[config.mk]
export PLATFORM = sky130hd
export DESIGN_NAME = dacc_control
export DESIGN_NICKNAME = d
export VERILOG_FILES = /design/src/dacc_control.v
export VERILOG_INCLUDE_DIRS = /design/src
export SDC_FILE = /design/constraint.sdc
export NUM_CORES = 1
export LEC_CHECK = 0
export BUFFER_PORTS_ARGS = -buffer_cell sky130_fd_sc_hd__buf_2
export CORE_MARGIN = 4
export CORE_UTILIZATION = 30
export CTS_CLUSTER_SIZE = 40
export DETAILED_ROUTE_END_ITERATION = 8
export GPL_TIMING_DRIVEN = 0
export PLACE_DENSITY = 0.6
export SETUP_SLACK_MARGIN = 0.4
export SYNTH_ARGS = -nofsm -noshare
export SYNTH_HDL_FRONTEND = slang
export SYNTH_SLANG_ARGS = --single-unit
[constraint.sdc]
create_clock -name ref_clk -period 1.9 [get_ports ref_clk]
set_input_delay 0.38 -clock ref_clk [delete_from_list [all_inputs] [get_ports ref_clk]]
set_output_delay 0.38 -clock ref_clk [all_outputs]
set_load 0.05 [all_outputs]
[src/dacc_consts.vh]
// Constants for the dual-channel converter control block.
`ifndef DACC_CONSTS_VH
`define DACC_CONSTS_VH
`define DACC_ADDR_W        4
`define DACC_OFF_CH0_DATA  4'h4
`define DACC_OFF_CH1_DATA  4'h5
`define DACC_OFF_CTRL      4'h6
`define DACC_OFF_MSTOP     4'hC
`define DACC_CTRL_RESET    8'h1F
`define DACC_CTRL_FIXED    8'h1F
`define DACC_BIT_OE1       7
`define DACC_BIT_OE0       6
`define DACC_BIT_COMBINE   5
`define DACC_MSTOP_RESET   16'h3FFF
`define DACC_BIT_STOP      10
`define DACC_DATA_RESET    8'h00
`define DACC_CONV_TIME_NS  10000
`define DACC_CLK_PERIOD_NS 10
`define DACC_CONV_CYCLES   (`DACC_CONV_TIME_NS / `DACC_CLK_PERIOD_NS)
`endif

[src/dacc_control.v]
// Dual-channel 8-bit converter control: registers, enables, conversion timing.
//
// The address map and the plain strobed port are this design's own decisions.
`timescale 1ns/1ps
`include "dacc_consts.vh"

module dacc_control #(
  parameter CONV_CYCLES = `DACC_CONV_CYCLES
) (
  input  wire        ref_clk,      // System clock, 100 MHz.
  input  wire        sys_rst,      // Synchronous active-high reset.
  input  wire        hwStandby,    // Hardware standby, initialises like reset.
  input  wire        swStandby,    // Software standby request from the system.
  input  wire [3:0]  busAddr,      // Register index.
  input  wire [15:0] busWdata,     // Write data.
  input  wire        busWr,        // Write strobe.
  input  wire        busRd,        // Read strobe.
  output reg  [15:0] busRdata,     // Read data, valid the cycle after busRd.
  output reg  [7:0]  ch0Level,     // Code presented to channel 0 analog stage.
  output reg  [7:0]  ch1Level,     // Code presented to channel 1 analog stage.
  output reg         ch0PinOe,     // Channel 0 pin drives when high.
  output reg         ch1PinOe,     // Channel 1 pin drives when high.
  output reg         ch0Valid,     // Channel 0 result has settled.
  output reg         ch1Valid,     // Channel 1 result has settled.
  output reg         ch0Convert,   // Channel 0 converter active.
  output reg         ch1Convert,   // Channel 1 converter active.
  output reg         converterStop // Module stop state.
);

  localparam CW = 20;
  localparam integer  CONV_M1   = CONV_CYCLES - 1;
  localparam [CW-1:0] CONV_LAST = CONV_M1[CW-1:0];

  reg  [7:0]    ch0_data;
  reg  [7:0]    ch1_data;
  reg           ch0_output_enable;
  reg           ch1_output_enable;
  reg           conversion_combine;
  reg  [15:0]   module_stop_control;
  reg  [CW-1:0] cnt0;
  reg  [CW-1:0] cnt1;
  reg           busy0;
  reg           busy1;
  reg           oe0Prev;
  reg           oe1Prev;

  wire          initNow  = sys_rst | hwStandby;
  wire          stopped  = module_stop_control[`DACC_BIT_STOP];
  wire          regWr    = busWr & ~stopped;
  wire          regRd    = busRd & ~stopped;
  wire          ctrlWr   = regWr & (busAddr == `DACC_OFF_CTRL);
  wire          d0Wr     = regWr & (busAddr == `DACC_OFF_CH0_DATA);
  wire          d1Wr     = regWr & (busAddr == `DACC_OFF_CH1_DATA);
  wire          mstopWr  = busWr & (busAddr == `DACC_OFF_MSTOP);
  wire          anyOe    = ch0_output_enable | ch1_output_enable;
  // Combine bit couples conversion only; pin drive stays per channel.
  wire          conv0En  = ~stopped & (ch0_output_enable | (conversion_combine & anyOe));
  wire          conv1En  = ~stopped & (ch1_output_enable | (conversion_combine & anyOe));
  wire          start0   = conv0En & (d0Wr | (ch0_output_enable & ~oe0Prev));
  wire          start1   = conv1En & (d1Wr | (ch1_output_enable & ~oe1Prev));
  wire [7:0]    ctrlRead = {ch1_output_enable, ch0_output_enable, conversion_combine, 5'h1F};

  // Register file; module stop register is reachable even when stopped.
  // Software standby touches nothing here, so state is held through it.
  always @(posedge ref_clk) begin
    if (initNow) begin
      ch0_data            <= `DACC_DATA_RESET;
      ch1_data            <= `DACC_DATA_RESET;
      ch0_output_enable   <= 1'b0;
      ch1_output_enable   <= 1'b0;
      conversion_combine  <= 1'b0;
      module_stop_control <= `DACC_MSTOP_RESET;
    end else begin
      if (d0Wr) begin
        ch0_data <= busWdata[7:0];
      end
      if (d1Wr) begin
        ch1_data <= busWdata[7:0];
      end
      if (ctrlWr) begin
        ch1_output_enable  <= busWdata[`DACC_BIT_OE1];
        ch0_output_enable  <= busWdata[`DACC_BIT_OE0];
        conversion_combine <= busWdata[`DACC_BIT_COMBINE];  // Low bits dropped.
      end
      if (mstopWr) begin
        module_stop_control <= busWdata;
      end
    end
  end

  // Read path, one cycle latency; stopped reads other than module stop, and unmapped reads, return zero.
  always @(posedge ref_clk) begin
    if (initNow) begin
      busRdata <= 16'h0000;
    end else if (busRd) begin
      if (busAddr == `DACC_OFF_MSTOP) begin
        busRdata <= module_stop_control;
      end else if (!regRd) begin
        busRdata <= 16'h0000;
      end else if (busAddr == `DACC_OFF_CTRL) begin
        busRdata <= {8'h00, ctrlRead};
      end else if (busAddr == `DACC_OFF_CH0_DATA) begin
        busRdata <= {8'h00, ch0_data};
      end else if (busAddr == `DACC_OFF_CH1_DATA) begin
        busRdata <= {8'h00, ch1_data};
      end else begin
        busRdata <= 16'h0000;
      end
    end else begin
      busRdata <= 16'h0000;
    end
  end

  // Conversion timing per channel; one conversion per start, then idle with result valid until the next start or until the channel's conversion is disabled.
  always @(posedge ref_clk) begin
    if (initNow) begin
      cnt0 <= {CW{1'b0}};
      cnt1 <= {CW{1'b0}};
      busy0 <= 1'b0;
      busy1 <= 1'b0;
      ch0Valid <= 1'b0;
      ch1Valid <= 1'b0;
      ch0Level <= 8'h00;
      ch1Level <= 8'h00;
      oe0Prev <= 1'b0;
      oe1Prev <= 1'b0;
    end else begin
      oe0Prev <= ch0_output_enable & ~stopped;
      oe1Prev <= ch1_output_enable & ~stopped;
      if (!conv0En) begin
        busy0 <= 1'b0;
        ch0Valid <= 1'b0;
        cnt0 <= {CW{1'b0}};
      end else if (start0) begin
        busy0 <= 1'b1;
        ch0Valid <= 1'b0;
        cnt0 <= {CW{1'b0}};
      end else if (busy0) begin
        if (cnt0 == CONV_LAST) begin
          busy0 <= 1'b0;
          ch0Valid <= 1'b1;
          ch0Level <= ch0_data;  // Code times Vref over 256.
        end else begin
          cnt0 <= cnt0 + 1'b1;
        end
      end else if (!ch0Valid) begin
        busy0 <= 1'b1;  // Combine-enabled channel starts too.
      end
      if (!conv1En) begin
        busy1 <= 1'b0;
        ch1Valid <= 1'b0;
        cnt1 <= {CW{1'b0}};
      end else if (start1) begin
        busy1 <= 1'b1;
        ch1Valid <= 1'b0;
        cnt1 <= {CW{1'b0}};
      end else if (busy1) begin
        if (cnt1 == CONV_LAST) begin
          busy1 <= 1'b0;
          ch1Valid <= 1'b1;
          ch1Level <= ch1_data;
        end else begin
          cnt1 <= cnt1 + 1'b1;
        end
      end else if (!ch1Valid) begin
        busy1 <= 1'b1;
      end
      // Level stays until the next conversion completes.
    end
  end

  // Pin and status outputs; software standby does not release them.
  always @(posedge ref_clk) begin
    if (initNow) begin
      ch0PinOe <= 1'b0;
      ch1PinOe <= 1'b0;
      ch0Convert <= 1'b0;
      ch1Convert <= 1'b0;
      converterStop <= 1'b1;
    end else begin
      ch0PinOe <= ch0_output_enable & ~stopped;
      ch1PinOe <= ch1_output_enable & ~stopped;
      ch0Convert <= conv0En;
      ch1Convert <= conv1En;
      converterStop <= stopped;
    end
  end

endmodule

==> flow_summary.yaml, run 1 <==
critical_path:
  r2r-start: "cnt1[1]"
  crit_path_start_kind: "flip-flop"
  rr_worst_depth: 8
  worst_setup_path_end_kind: "flip-flop"
  r2r-end: "cnt1[9]"
  crit_fanout: 3
  regToRegSetupSlack_ns: 0.1
  cp.arrival_ns: 2.14
  cp.required_ns: 2.24
  critical_path_class: "flip-flop to flip-flop"
floorplan:
  die_x_um: 133.0
  num_rows: 45
  pin_count: 65
  initial_core_util_pct: 30.73
  die_y_um: 133.0
  core_mm2: 0.01526
  die-area_mm2: 0.01769
clocking:
  clk_pin_slew_ns: 0.06
  numCtsBuffers: 17
  cts-hold-fix-buffers: 0
  clock_path_buffers: 2
  clk_latency_ns: 0.43
  clockRootBuffer: "clkbuf_16"
  cts_tree: "done"
  cts_max_level: 4
  cts.sinks: 116
yosys:
  ys.flop_type: "dfxtp_1"
  synth_nets: 567
  async_flop_share_pct: 0
  synthCells: 539
  synth-seq-cells: 116
  ys_seq_area_share_pct: 49.53
  yosys_warnings: 0
  synth_edf_count: 0
  yosysUniqueCellTypes: 43
  synth_area_per_cell_um2: 8.698
  syn-cell-area_mm2: 0.004688
route:
  first_iter_violations: 306
  drt-total-wl_um: 13230
  vias_per_cell: 4.901
  avgRoutedWirePerCell_um: 15.02
  vias: 4318
  drc: 0
  first_pass_iters: 4
  postRouteAntennaNets: 0
final_layout:
  nNetsFinal: 685
  final_area_mm2: 0.006706
  n_antenna_cell: 0
  multi_input_area_mm2: 0.002603
  regArea_mm2: 0.002366
  fin_util_pct: 43.95
  area_delta_synth_final_pct: 43.05
  layout-drive-gt1-share_pct: 35.52
  fillCellCount: 1420
  final-instance-count-excl-fill: 881
placement:
  gp_congestion: 0.8439
  io_buffers: 63
  hpwlAfterDp_um: 8826
  placedCellCount: 813
  preCtsSetupSlack_ns: -0.1035
  placed_cell_area_mm2: 0.005380
pwr:
  p_per_area_mw_per_mm2: 842.0
  ir_drop_v: 0.0005613
  p_leak_nw: 2.666
  fin_total_pwr_mw: 5.647
sta:
  hold_viol: 0
  worstMarginPinSlew_ns: 0.6496
  setup-tns-final_ns: 0
  holdWs_ns: 0.1628
  report.final.slew_viol_count: 0
  min_period_ns: 1.802
  setup-violations-final: 0
  max_freq_mhz: 554.8
  maxSlewHeadroom_pct: 56.69
  timing.final.crit_share_pct: 94.86
  clock_skew_ns: 0.02291
  grt_setup_unrepaired: "true"
  setup_ws_ns: 0.09767
grt:
  grt_max_degree: 17
  grt-ovfl-total: 0
  track_usage_pct: 14.79
  grt_pass1_wl_um: 21130
  grt_pass1_vias: 4330
  antenna_found_initial: 0
worst_hold_path:
  hold_path_class: "input pin to flip-flop"
  worstHoldStart: "busWdata[8]"
  hold_depth: 3
  hold_path_end: "module_stop_control[8]"
run:
  cap_viol_max_count: 0
status:
  status: "finished clean"
-- Yosys cell counts, types with 12 or more instances --
library cell | instances | area share (%)
a21oi_1 | 26 | 2.8
and2_1 | 17 | 2.3
clkbuf_1 | 22 | 1.8
dfxtp_1 | 116 | 50
mux2i_1 | 23 | 4.9
nand2_1 | 75 | 6.0
nand3_1 | 41 | 4.4
nand4_1 | 16 | 2.1
nor2_1 | 65 | 5.2
o21ai_0 | 25 | 2.7
xnor2_1 | 17 | 3.2
xor2_1 | 12 | 2.2
-- worst max-delay path by stage --
stage | startpoint | endpoint | slack [ns]
after floorplan | cnt1[0] | cnt1[9] | 0.09
after global placement | busAddr[1] | ch1Level[5] | -0.08
after detailed placement | busAddr[1] | ch1Level[5] | -0.10
after CTS | cnt1[1] | cnt1[9] | 0.12
after global routing | cnt1[1] | cnt1[9] | 0.06
final | cnt1[1] | cnt1[9] | 0.1
-- routing by layer --
layer / GRT usage, % / vias to the layer above / part of all wire [%]
met1: 17.83 / 2053 / 44
li1: - / 2115 / -
met3: 4.411 / 26 / 5.1
met2: 24.10 / 124 / 48
met5: 0 / - / 0
met4: 7.102 / 0 / 2.8
-- placed cells by master (no fill, tap or decap), types with 3 or more instances in the layout --
| master | count |
|---|---|
| nand3b_1 | 3 |
| or3_1 | 4 |
| dfxtp_4 | 6 |
| nor4_4 | 3 |
| dfxtp_1 | 93 |
| and2_1 | 14 |
| buf_4 | 27 |
| clkbuf_2 | 4 |
| nor3_4 | 3 |
| nor2_2 | 3 |
| xor2_1 | 12 |
| and2_4 | 3 |
| nand2_1 | 72 |
| o21ai_2 | 3 |
| nor2_4 | 3 |
| o21ai_0 | 12 |
| mux2i_1 | 22 |
| nor4_2 | 3 |
| clkinv_2 | 5 |
| xnor2_1 | 15 |
| nand3_1 | 30 |
| a21oi_2 | 7 |
| nor2_1 | 59 |
| nand3_2 | 9 |
| and3_1 | 4 |
| buf_2 | 63 |
| clkbuf_16 | 18 |
| nor2b_1 | 3 |
| a21oi_1 | 19 |
| clkinv_4 | 4 |
| clkbuf_1 | 11 |
| dfxtp_2 | 17 |
| nor3_1 | 4 |
| inv_1 | 7 |
| clkbuf_8 | 5 |
| nand4_1 | 16 |
| or3_4 | 3 |
| o21ai_1 | 10 |
| a22o_1 | 8 |
| buf_6 | 16 |
-- critical path, cell delays in order, from the launching register on --
cell and delay, ns:
dfxtp_4 0.35, ha_4 0.15, nor4bb_1 0.11, and4_1 0.16, buf_6 0.12, a21bo_1 0.16
buf_6 0.12, or4_1 0.41, a21oi_1 0.15
-- kinds of logic after synthesis --
family,after synthesis,synth area share [%]
muxes,23,4.911
and+or+nand+nor,262,27.04
DFF,116,49.53
AOI/OAI and AO/OA,70,8.888
adders and majority gates,2,0.5337
buffers and inverters,37,3.683
xor gates and xnor gates,29,5.418
-- what timing repair did --
item | in CTS | in global routing
endpoints found under the setup margin | 77 | 81
gates resized for setup | 55 | 79
setup buffers | 22 | 11
pin swaps | 25 | 24
cloned | 1 | 2
-- power breakdown --
group	switching, mW	internal (mW)	total (mW)	leakage, nW
sequential	0.00256	2.43	2.43	0.948
combinational	0.0830	0.0389	0.122	1.44
clock	1.14	1.95	3.09	0.282
total	1.22	4.42	5.65	2.67
-- state kept, by name, indices dropped and copies added, names as in the netlist, 8 cells and up --
register,flops
ch1Level,8
cnt0,20
ch0Level,8
ch0_data,8
cnt1,20
busRdata,16
module_stop_control,16
ch1_data,8
-- layout make-up --
type                       count  area share [%]
buffer                        30           3.489
clock buffer                  19           6.604
clock inverter                13           2.015
inverter                       7          0.3918
multi-input combinational    386           38.81
sequential                   116           35.28
tap                          211           3.937
timing repair buffer          99           9.478
Note: power is estimated with default switching activity, not from simulation.
==> run 2: changes to the inputs <==
CELL_PAD_IN_SITES_DETAIL_PLACEMENT = 1   (was default)
CELL_PAD_IN_SITES_GLOBAL_PLACEMENT = 2   (was default)
PLACE_DENSITY = 0.84   (was 0.6)
==> flow_summary.yaml, run 2 (same netlist as run 1, synthesis figures left out) <==
status:
  status: "finished clean"
critical_path:
  max_stage_delay_ns: 0.40
  critPathTopFamily: "simple AND/OR/NAND/NOR gates"
  path_cells: "ha_4 > nor4bb_1 > and4_1 > buf_6 > a21bo_1 > buf_6 > or4_1 > a21oi_1"
  worst_setup_path_end_kind: "flip-flop"
  cp.arrival_ns: 2.14
  rr_worst_depth: 8
  cp.required_ns: 2.24
  critical_path_class: "flip-flop to flip-flop"
  crit_top_cell: "buf_6"
  cp_slowest_cell: "or4_1"
  crit_path_start_kind: "flip-flop"
  cp.buffers_inverters: 2
  crit_fanout: 6
  path_depth: 8
clocking:
  cts_tree: "done"
  cts_max_level: 4
  clk_pin_slew_ns: 0.06
  cts-hold-fix-buffers: 0
  numCtsBuffers: 17
  cts.sinks: 116
  clockRootBuffer: "clkbuf_16"
  clk_latency_ns: 0.42
  clock_path_buffers: 2
route:
  drc: 0
  first_pass_iters: 6
  first_iter_violations: 166
  avgRoutedWirePerCell_um: 16.99
  vias_per_cell: 4.892
  vias: 4271
  drt-total-wl_um: 14830
  postRouteAntennaNets: 0
floorplan:
  pin_count: 65
  initial_core_util_pct: 30.73
  die-area_mm2: 0.01769
  core_mm2: 0.01526
  die_y_um: 133.0
  num_rows: 45
  die_x_um: 133.0
pwr:
  ir_drop_v: 0.0004282
  fin_total_pwr_mw: 5.736
  p_int_mw: 4.410
  clkPwrFrac_pct: 55.4
  power.share.switching_pct: 23.11
  p_per_area_mw_per_mm2: 870.3
  switchingPower_mw: 1.326
  combPwrFrac_pct: 2.2
  p_leak_nw: 2.597
  seqPwrFrac_pct: 42.4
final_layout:
  final_common_cell: "dfxtp_1"
  area_delta_synth_final_pct: 40.57
  nNetsFinal: 677
  top_regs: "cnt0 x20, cnt1 x20"
  fin_util_pct: 43.19
  layout-drive-gt1-share_pct: 33.84
  n_antenna_cell: 0
  mostFrequentLayoutCells: "dfxtp_1, nand2_1, buf_2, nor2_1, nand3_1"
placement:
  hpwlAfterDp_um: 10090
  gp_congestion: 0.8244
  io_buffers: 63
grt:
  grt_pass1_wl_um: 23720
  grt-ovfl-total: 0
  antenna_found_initial: 0
  grt_pass1_vias: 4718
  track_usage_pct: 16.61
  grt_max_degree: 17
sta:
  min_period_ns: 1.795
  max_freq_mhz: 557.1
  grt_setup_unrepaired: "true"
  maxSlewHeadroom_pct: 58.73
  timing.final.crit_share_pct: 94.47
  setup-tns-final_ns: 0
  report.final.slew_viol_count: 0
  worstMarginPinSlew_ns: 0.6190
  clock_skew_ns: 0.009479
  hold_viol: 0
  setup-violations-final: 0
worst_hold_path:
  hold_path_class: "input pin to flip-flop"
  hold_depth: 3
run:
  cap_viol_max_count: 0
## run 2: cell types whose count changed in the layout (fill, tap and decap cells not counted), moves of 4 or more
cell | previous run | this run
a21oi_1 | 19 | 23
clkbuf_8 | 5 | 1
buf_4 | 27 | 22
a21oi_2 | 7 | 3
## run 2: cell type report
type,instances,area (um2)
Multi-Input combinational cell,386,2547
Sequential cell,116,2370
Inverter,7,26.28
Fill cell,1765,8668
Tap cell,211,264.0
Clock inverter,14,153.9
Clock buffer,18,429.2
Timing Repair Buffer,91,568.0
Buffer,30,231.5
## run 2: worst paths after layout
kind / start / to / slack, ns
worst min register to register: ch1Level[5] / ch1Level[5] / 0.46
worst max-delay path: cnt1[0] / cnt1[9] / 0.11
worst min-delay path: busWdata[9] / module_stop_control[9] / 0.17
worst max register to register: cnt1[0] / cnt1[9] / 0.11
## run 2: per-stage QoR
step / instances / area [um2] / setup WS [ns] / hold WS (ns)
floorplan: 539 / 4801 / 0.09336 / 0.4296
global placement: 813 / 5380 / -0.08851 / 0.4427
detailed placement: 813 / 5380 / -0.1224 / 0.4451
CTS: 870 / 6400 / 0.04830 / 0.1595
global route: 873 / 6590 / 0.07042 / 0.1721
finish: 873 / 6590 / 0.1051 / 0.1693
## run 2: power groups by stage
stage	registers (mW)	logic, mW	clock network, mW
after floorplan	2.50	0.0505	0
after global placement	2.49	0.122	0
after detailed placement	2.49	0.124	0
after CTS	2.43	0.126	3.22
after global routing	2.43	0.138	3.35
final	2.43	0.127	3.18
## run 2: tightest hold or removal path, cell delays in order
cell     delay, ns
buf_2         0.07
nand2_1       0.04
nand3_1       0.06
## run 2: routing by layer
metal | GRT usage [%] | wire length (um)
met5 | 0 | 0
met1 | 19.18 | 6256
met4 | 5.831 | 244
met3 | 4.144 | 564
met2 | 29.74 | 7766
## run 2: repair_timing
action	4_1_cts	5_1_grt
pin swaps	30	26
resized for setup	68	49
setup buffers	24	2
endpoints found under the setup margin	82	84
gates cloned	1	1
endpoints found under the hold margin	0	0
==> run 3: changes to the inputs <==
CORE_UTILIZATION = 31   (was 30)
GPL_ROUTABILITY_DRIVEN = 0   (was default)
PLACE_DENSITY = 0.86   (was 0.84)
==> flow_summary.yaml, run 3 (same netlist as run 1, synthesis figures left out) <==
floorplan:
  initial_core_util_pct: 31.89
  die_y_um: 131.0
  die_x_um: 131.0
  num_rows: 44
  pin_count: 65
  die-area_mm2: 0.01715
  core_mm2: 0.01470
route:
  drc: 0
  postRouteAntennaNets: 0
  first_pass_iters: 5
  first_iter_violations: 169
  drt-total-wl_um: 14800
  vias: 4299
  vias_per_cell: 5.046
  avgRoutedWirePerCell_um: 17.38
pwr:
  p_per_area_mw_per_mm2: 861.0
  p_leak_nw: 2.685
  ir_drop_v: 0.0004065
grt:
  grt-ovfl-total: 0
  grt_pass1_vias: 4498
  grt_max_degree: 17
  track_usage_pct: 16.95
  antenna_found_initial: 0
  grt_pass1_wl_um: 22740
critical_path:
  crit_path_start_kind: "flip-flop"
  regToRegSetupSlack_ns: 0.04
  cp-endpoint: "cnt1[9]"
  startpoint: "cnt1[0]"
  cp.required_ns: 2.20
  r2r-end: "cnt1[9]"
  rr_worst_depth: 9
  cp.arrival_ns: 2.16
  r2r-start: "cnt1[0]"
  crit_fanout: 4
  worst_setup_path_end_kind: "flip-flop"
  critical_path_class: "flip-flop to flip-flop"
sta:
  clock_skew_ns: 0.008504
  grt_setup_unrepaired: "true"
  maxSlewHeadroom_pct: 55.95
  timing.final.crit_share_pct: 98.14
  setup-violations-final: 0
  report.final.slew_viol_count: 0
  setup-tns-final_ns: 0
  setup_ws_ns: 0.03525
  max_freq_mhz: 536.3
  hold_viol: 0
  worstMarginPinSlew_ns: 0.6607
  min_period_ns: 1.865
run:
  cap_viol_max_count: 0
placement:
  hpwlAfterDp_um: 9915
  io_buffers: 63
  preCtsSetupSlack_ns: -0.1221
  placedCellCount: 786
final_layout:
  top_regs: "cnt0 x20, cnt1 x20"
  nNetsFinal: 683
  layout-drive-gt1-share_pct: 36.23
  area_delta_synth_final_pct: 42.49
  final-instance-count-excl-fill: 852
  fillCellCount: 1664
  final_common_cell: "dfxtp_1"
  n_antenna_cell: 0
  mostFrequentLayoutCells: "dfxtp_1, nand2_1, nor2_1, buf_2, nand3_1"
clocking:
  clk_pin_slew_ns: 0.06
  clock_path_buffers: 2
  clockRootBuffer: "clkbuf_16"
  cts-hold-fix-buffers: 0
  cts_tree: "done"
  numCtsBuffers: 17
  cts.sinks: 116
  cts_max_level: 4
  clk_latency_ns: 0.42
worst_hold_path:
  hold_path_class: "input pin to flip-flop"
  worstHoldStart: "busWdata[9]"
status:
  status: "finished clean"
[run 3: changes by cell type in the layout (fill, tap and decap cells not counted), moves of 3 or more]
cell / delta
nor3_2: -3
a21oi_2: +4
o21ai_1: -4
a21oi_1: -5
buf_4: +4
nand3_2: +3
[run 3: how the worst min path moves through the flow]
stage / cells after the start / slack (ns) / to
after floorplan: 1 / 0.43 / busRdata[11]
after global placement: 2 / 0.44 / module_stop_control[14]
after detailed placement: 1 / 0.45 / busRdata[13]
after CTS: 3 / 0.17 / module_stop_control[9]
after global routing: 3 / 0.18 / module_stop_control[9]
final: 3 / 0.17 / module_stop_control[9]
[run 3: what timing repair did]
item,CTS,global route
buffers inserted,24,9
resized for setup,62,71
pin swaps,25,42
endpoints found under the hold margin,0,0
cloned,0,1
setup endpoints to repair,81,79
[run 3: per-stage QoR]
step | total power [mW] | hold WS [ns] | area (um2) | utilization (%)
2_1_floorplan | 2.549 | 0.4296 | 4801 | -
3_3_place_gp | 2.614 | 0.4438 | 5346 | 36.37
3_5_place_dp | 2.616 | 0.4498 | 5346 | 36.37
4_1_cts | 5.772 | 0.1662 | 6332 | 43.08
5_1_grt | 5.949 | 0.1784 | 6680 | 45.45
6_report | 5.751 | 0.1698 | 6680 | 45.45
[run 3: final cells by class]
class,instances,area (um2),area share [%]
clock buffer,18,439.2,6.574
clock inverter,14,155.1,2.323
buffer,30,217.7,3.259
multi-input combinational,386,2611,39.09
sequential,116,2372,35.51
inverter,7,26.28,0.3933
timing repair buffer,97,628.1,9.402
tap,184,230.2,3.446
[run 3: metal layers]
layer	global-route usage (%)	wire (um)
met1	20.08	6161
met2	29.18	7530
met3	4.675	683
met4	6.413	429
met5	0	0
[run 3: worst max-delay path: stages (launching register included)]
cell	delay (ns)
dfxtp_4	0.35
ha_4	0.16
nor4bb_4	0.14
and4_1	0.17
buf_6	0.12
a21bo_1	0.17
buf_6	0.13
buf_6	0.12
o31ai_2	0.31
a21oi_2	0.09
[run 3: power breakdown]
part	internal, mW	leakage [nW]	total (mW)	switching, mW
sequential	2.43	0.949	2.43	0.00237
clock	1.98	0.287	3.20	1.22
combinational	0.0391	1.45	0.126	0.0874
